## config.mk

```make
export PLATFORM = sky130hd
export DESIGN_NAME = bce_status_encoder
export DESIGN_NICKNAME = d
export VERILOG_FILES = /design/src/inc/bce_pkg.sv /design/src/core/bce_status_encoder.sv
export SDC_FILE = /design/constraint.sdc
export NUM_CORES = 1
export LEC_CHECK = 0
export ABC_AREA = 1
export BUFFER_PORTS_ARGS = -buffer_cell sky130_fd_sc_hd__clkbuf_2
export CAP_MARGIN = 20
export CORE_MARGIN = 3
export CORE_UTILIZATION = 52
export DETAILED_ROUTE_END_ITERATION = 6
export HOLD_SLACK_MARGIN = 0.08
export MAX_ROUTING_LAYER = met4
export PLACE_DENSITY = 0.87
export SYNTH_ARGS = -nofsm -noshare
export SYNTH_HDL_FRONTEND = slang
export SYNTH_SLANG_ARGS = --single-unit
```

## constraint.sdc

```tcl
create_clock -name ref_clk_in -period 1.9 [get_ports ref_clk_in]
set_input_delay 0.285 -clock ref_clk_in [delete_from_list [all_inputs] [get_ports ref_clk_in]]
set_output_delay 0.285 -clock ref_clk_in [all_outputs]
set_load 0.01 [all_outputs]
```

## src/inc/bce_pkg.sv

```systemverilog
// bus cycle status encoder: shared types and constants
package bce_pkg;

   typedef enum logic [2:0] {
      ST_TI,
      ST_T1,
      ST_T2,
      ST_T3,
      ST_TW,
      ST_T4
   } bce_state_t;

   // three-line status codes, bit 2 first
   localparam logic [2:0] CODE_INTA    = 3'h0;
   localparam logic [2:0] CODE_IO_RD   = 3'h1;
   localparam logic [2:0] CODE_IO_WR   = 3'h2;
   localparam logic [2:0] CODE_HALT    = 3'h3;
   localparam logic [2:0] CODE_FETCH   = 3'h4;
   localparam logic [2:0] CODE_MEM_RD  = 3'h5;
   localparam logic [2:0] CODE_MEM_WR  = 3'h6;
   localparam logic [2:0] CODE_PASSIVE = 3'h7;

   // values after reset
   localparam bce_state_t RST_STATE = ST_TI;
   localparam logic       RST_GRANT = 1'b0;
   localparam logic       RST_FLOAT = 1'b1;

   typedef struct packed {
      logic cycle_status_bit2;
      logic cycle_status_bit1;
      logic cycle_status_bit0;
      logic oe;
   } bce_max_t;

   typedef struct packed {
      logic io_mem_sel;
      logic transfer_direction;
      logic min_mode_status_line;
      logic oe;
   } bce_min_t;

endpackage

```

## src/core/bce_status_encoder.sv

```systemverilog
// bus cycle status encoder: cycle sequencer and status pin drivers
// How it works
// the active code is driven in T4, T1 and T2 of a bus cycle.
// the lines return to passive 111 in T3 and in every wait state.
// a move away from passive in T4 marks a new cycle start.
// the return to passive in T3 or a wait state marks the cycle end.
// the status lines float while the bus is granted away.
// in the first reset clock the lines drive high, then they float.
// codes 000 interrupt ack, 001 port read, 010 port write.
// in minimum mode a code fetch drives select, direction, status low.
// the outside controller builds every strobe from the status lines.
// three-line status is used only with the mode strap at ground.
// codes 011 halt, 100 fetch, 101 mem read, 110 mem write, 111 idle.
// minimum-mode status equals the lowest maximum-mode status bit.
// idle clocks between cycles hold the passive code.
`timescale 1ns/1ps
module bce_status_encoder
   import bce_pkg::*;
(
   // clock, reset, enable
   input  wire logic       ref_clk_in,
   input  wire logic       rst_n_in,
   input  wire logic       ce_in,
   // strap: low selects maximum mode
   input  wire logic       mode_strap_in,
   // cycle request from the execution side
   input  wire logic       cyc_req_in,
   input  wire logic [2:0] cyc_code_in,
   input  wire logic       ready_in,
   // bus hold handshake
   input  wire logic       hold_req_in,
   output logic            bus_grant_ack_out,
   // pins
   output bce_max_t        max_pins_out,
   output bce_min_t        min_pins_out,
   output logic            cyc_taken_out
);

   bce_state_t state;
   bce_state_t next_state;
   logic [2:0] code;
   logic [2:0] next_code;
   logic       pend;
   logic       next_pend;
   logic       grant;
   logic       next_grant;
   logic       float_q;
   logic       next_float;
   logic       in_rst;
   logic       next_in_rst;
   logic       next_taken;
   logic       take;
   logic       active;
   logic [2:0] shown;
   bce_max_t   max_q;
   bce_max_t   next_max;
   bce_min_t   min_q;
   bce_min_t   next_min;

   // hold wins over a new request at a cycle boundary
   always_comb begin
      take = cyc_req_in && !hold_req_in &&
             ((state == ST_TI && !grant) ||
              ((state == ST_T3 || state == ST_TW) && ready_in));
   end

   always_comb begin
      next_state  = state;
      next_code   = code;
      next_pend   = pend;
      next_grant  = grant;
      next_float  = float_q;
      next_in_rst = 1'b0;
      next_taken  = take;
      case (state)
         ST_TI: begin
            if (grant) begin
               next_grant = hold_req_in;
            end else if (hold_req_in) begin
               next_grant = 1'b1;
            end else if (take) begin
               next_state = ST_T4;
               next_pend  = 1'b1;
               next_code  = cyc_code_in;
               next_float = 1'b0;
            end
         end
         ST_T1: next_state = ST_T2;
         ST_T2: next_state = ST_T3;
         ST_T3, ST_TW: begin
            if (ready_in) begin
               next_state = ST_T4;
               next_pend  = take;
               if (take) begin
                  next_code = cyc_code_in;
               end
            end else begin
               next_state = ST_TW;
            end
         end
         ST_T4: begin
            next_state = pend ? ST_T1 : ST_TI;
            next_pend  = 1'b0;
            if (!pend && hold_req_in) begin
               next_grant = 1'b1;
            end
         end
         default: next_state = ST_TI;
      endcase
      if (!rst_n_in) begin
         next_state  = RST_STATE;
         next_code   = CODE_PASSIVE;
         next_pend   = 1'b0;
         next_grant  = RST_GRANT;
         next_float  = RST_FLOAT;
         next_in_rst = 1'b1;
         next_taken  = 1'b0;
      end
   end

   // pins follow the state being entered, so they change with it
   always_comb begin
      active = (next_state == ST_T4 && next_pend) ||
               next_state == ST_T1 || next_state == ST_T2;
      shown  = active ? next_code : CODE_PASSIVE;
      next_max.cycle_status_bit2 = shown[2];
      next_max.cycle_status_bit1 = shown[1];
      next_max.cycle_status_bit0 = shown[0];
      next_max.oe = !mode_strap_in && !next_grant && !next_float;
      next_min.io_mem_sel           = !shown[2];
      next_min.transfer_direction   = shown[1];
      next_min.min_mode_status_line = shown[0];
      next_min.oe = mode_strap_in && !next_grant && !next_float;
      if (!rst_n_in) begin
         // high in the first reset clock only, floating afterwards
         next_max.oe = !in_rst && !mode_strap_in;
         next_min.oe = 1'b0;
      end
   end

   // reset overrides the clock enable
   always_ff @(posedge ref_clk_in) begin
      if (ce_in || !rst_n_in) begin
         state   <= next_state;
         code    <= next_code;
         pend    <= next_pend;
         grant   <= next_grant;
         float_q <= next_float;
         in_rst  <= next_in_rst;
         max_q   <= next_max;
         min_q   <= next_min;
         cyc_taken_out <= next_taken;
      end
   end

   assign max_pins_out      = max_q;
   assign min_pins_out      = min_q;
   assign bus_grant_ack_out = grant;

   logic [2:0] pin_code;
   assign pin_code = {max_q.cycle_status_bit2, max_q.cycle_status_bit1,
                      max_q.cycle_status_bit0};
endmodule

```

==> out/results.ini <==
[yosys]
synth_top_area_share_pct=54.9
postSynthCellCount=104
synth-simple-area-share_pct=32.3
synth_area_um2=930
netlist_top_cells_count=nand2_1 (25), edfxtp_1 (17), nor2_1 (14), inv_1 (13), nand3_1 (10)
synth.distinct_cells=18
yosys-top-cells-area=edfxtp_1 (55%), nand2_1 (10%), nor2_1 (5.7%)
muxShareOfSynthArea_pct=0
synth_top_family_by_area=simple AND/OR/NAND/NOR gates
dominantRegCellSynth=edfxtp_1
ys_warn_count=0
ys_ff_latch=17
synth_xor_area_share_pct=0
synth_fa_ha_area_share_pct=0
synthArstFlopShare_pct=0
synth_top_area_cell=edfxtp_1
syn_nets=114
synth.avg_cell_area_um2=8.94
ys_seq_area_share_pct=54.9
yosysMostFrequentCell=nand2_1
synth_edf_count=17
synth-compound-area-share_pct=3.50

[critical_path]
critPathCaptureType=flip-flop
critical_path_peak_fanout=6
cpPeakStageDelay_ps=480
timing.critical_path.cells=nor2_2 > nand2_2 > inv_2 > nand2_1 > nand3_1 > nand2_1 > nand2_1 > nand3_2 > nand2_2 > inv_2
r2r_end=min_pins_out[3]
r2r_start=state[0]
ff2ff_path_depth=10
rrSetupSlack_ps=310
start_kind=flip-flop
worstPathRequired_ps=1950
cpMostUsedCell=nand2_1
crit_type=flip-flop to flip-flop
critPathSlowestCell=edfxtp_1
critical_path_arrival_ps=1640

[pwr]
swShare_pct=31.6
power_density_mw_per_mm2=855
p_seq_share_pct=53.3
p_int_uw=618
switching_power_uw=285
ir_drop_uv=567
clockPowerShare_pct=20.6
combPwrFrac_pct=26.1
power_uw=903
leakage_nw=0.518

[outcome]
status=completed

[worst_hold_path]
holdCritPathClass=input pin to flip-flop
hold_end=max_pins_out[0]
holdPathStages=2
hp-start=mode_strap_in

[floorplan]
die_w_um=48.3
pin_count=20
die_area_mm2=0.00233
num_rows=14
start_util_pct=58.3
core_area_mm2=0.00159
fp.dieH_um=48.3

[sta]
setup_violations=0
grt_setup_unrepaired=no
hold_viol=0
min_period_ps=1590
hold_ws_ps=290
worst_pin_slew_ps=460
max_slew_margin_pct=69.2
skew_ps=1.33
fin_setup_tns_ps=0
clock.fmax_ghz=0.630
period_share_pct=83.5
finalMaxSlewViolations=0

[global_route]
grt.overflow.total=0
grt_first_pass_wirelength_mm=2.62
grt_pass1_vias=627
grt_max_degree=18
antenna_found_initial=0
track_usage_pct=17.2

[final_layout]
finalNetCount=135
drive_gt1_share_pct=29.8
final_util_pct=66.2
diodes=0
syn2layout_area_growth_pct=13.6

[clocking]
ctsHoldBuffers=0
clockBufferDepth=2
clkSinkCount=17
cts_setup_buffers=0
cts_max_level=1
cts_resized=0
numCtsBuffers=3
clk_pin_slew_worst_paths_ps=100
cts_tree=built
clkLatencyLatePin_ps=280
cts_root_buffer=clkbuf_4

[routing]
wl_per_cell_um=10.8
via_count=702
drt_first_iter_violations=13
routed_wl_mm=1.60
via_per_inst=4.74
dr.pass1.iters=4
antenna_left=0
drc=0

[placement]
dp_hpwl_mm=1.32
port_buffers=19
place_congestion=0.849

[run]
maxCapViolCount=0

[layout by cell type (no fill, tap or decap), drive strengths merged]
master,synthesis,final
nor2,15,15
o21a,1,1
nand4,1,1
edfxtp,17,17
nand2,31,31
a21oi,2,2
o21ai,3,3
clkinv,0,1
inv,16,16
nor3b,1,1
or2,1,1
nand3,13,13
clkbuf,0,22
[stage by stage]
| step | setup WS [ps] | instance area, um2 | instances |
|---|---|---|---|
| 3_3_place_gp | 369 | 1030 | 144 |
| 2_1_floorplan | 466 | 930 | 104 |
| 5_1_grt | 134 | 1060 | 148 |
| 4_1_cts | 297 | 1060 | 148 |
| 3_5_place_dp | 309 | 1030 | 144 |
| 6_report | 313 | 1060 | 148 |
[worst max-delay path: cells and delay by family, from the launching register on]
family | cells | cell delay [ps]
flops | 1 | 480
buf+inv | 2 | 100
simple gates | 8 | 790
[metal layers]
layer / global-route usage, % / vias up / wire (um)
li1: - / 375 / -
met1: 23.0 / 316 / 728
met2: 26.6 / 9 / 824
met3: 3.32 / 2 / 34
met4: 4.84 / 0 / 9
met5: - / - / 0
[final cells by class]
type / count / area [um2]
clock buffers: 3 / 22.5
clock inverters: 1 / 5.00
fillers: 145 / 538
inverters: 16 / 60.1
multi-input cells: 68 / 333
flip-flops and latches: 17 / 510
well taps: 24 / 30.0
repair buffers: 19 / 95.1
[cell families (layout without fill, tap and decap cells)]
family                 count (synthesis)  count (layout)
buffers and inverters                 19              39
DFF                                   17              17
AOI/OAI and AO/OA                      6               6
and+or+nand+nor                       62              62
[state kept, by name, summed over array words and instances, names as in the netlist]
| name | count |
|---|---|
| max_pins_out | 2 |
| bus_grant_ack_out | 1 |
| float_q | 1 |
| pend | 1 |
| code | 3 |
| state | 3 |
| cyc_taken_out | 1 |
| in_rst | 1 |
| min_pins_out | 4 |
[power groups by stage]
stage,clock network (mW),logic (mW),registers [mW]
2_1_floorplan,0,0.175,0.493
3_3_place_gp,0,0.228,0.489
3_5_place_dp,0,0.237,0.491
4_1_cts,0.194,0.237,0.482
5_1_grt,0.212,0.270,0.488
6_report,0.186,0.236,0.481
[worst max-delay path by stage]
stage / start / to / slack, ps / depth (start not counted)
2_1_floorplan: state[0] / min_pins_out[3] / 470 / 10
3_3_place_gp: state[0] / min_pins_out[3] / 370 / 10
3_5_place_dp: state[0] / min_pins_out[3] / 310 / 10
4_1_cts: state[0] / min_pins_out[3] / 300 / 10
5_1_grt: state[0] / min_pins_out[3] / 130 / 10
6_report: state[0] / min_pins_out[3] / 310 / 10
Note: power is estimated with default switching activity, not from simulation.
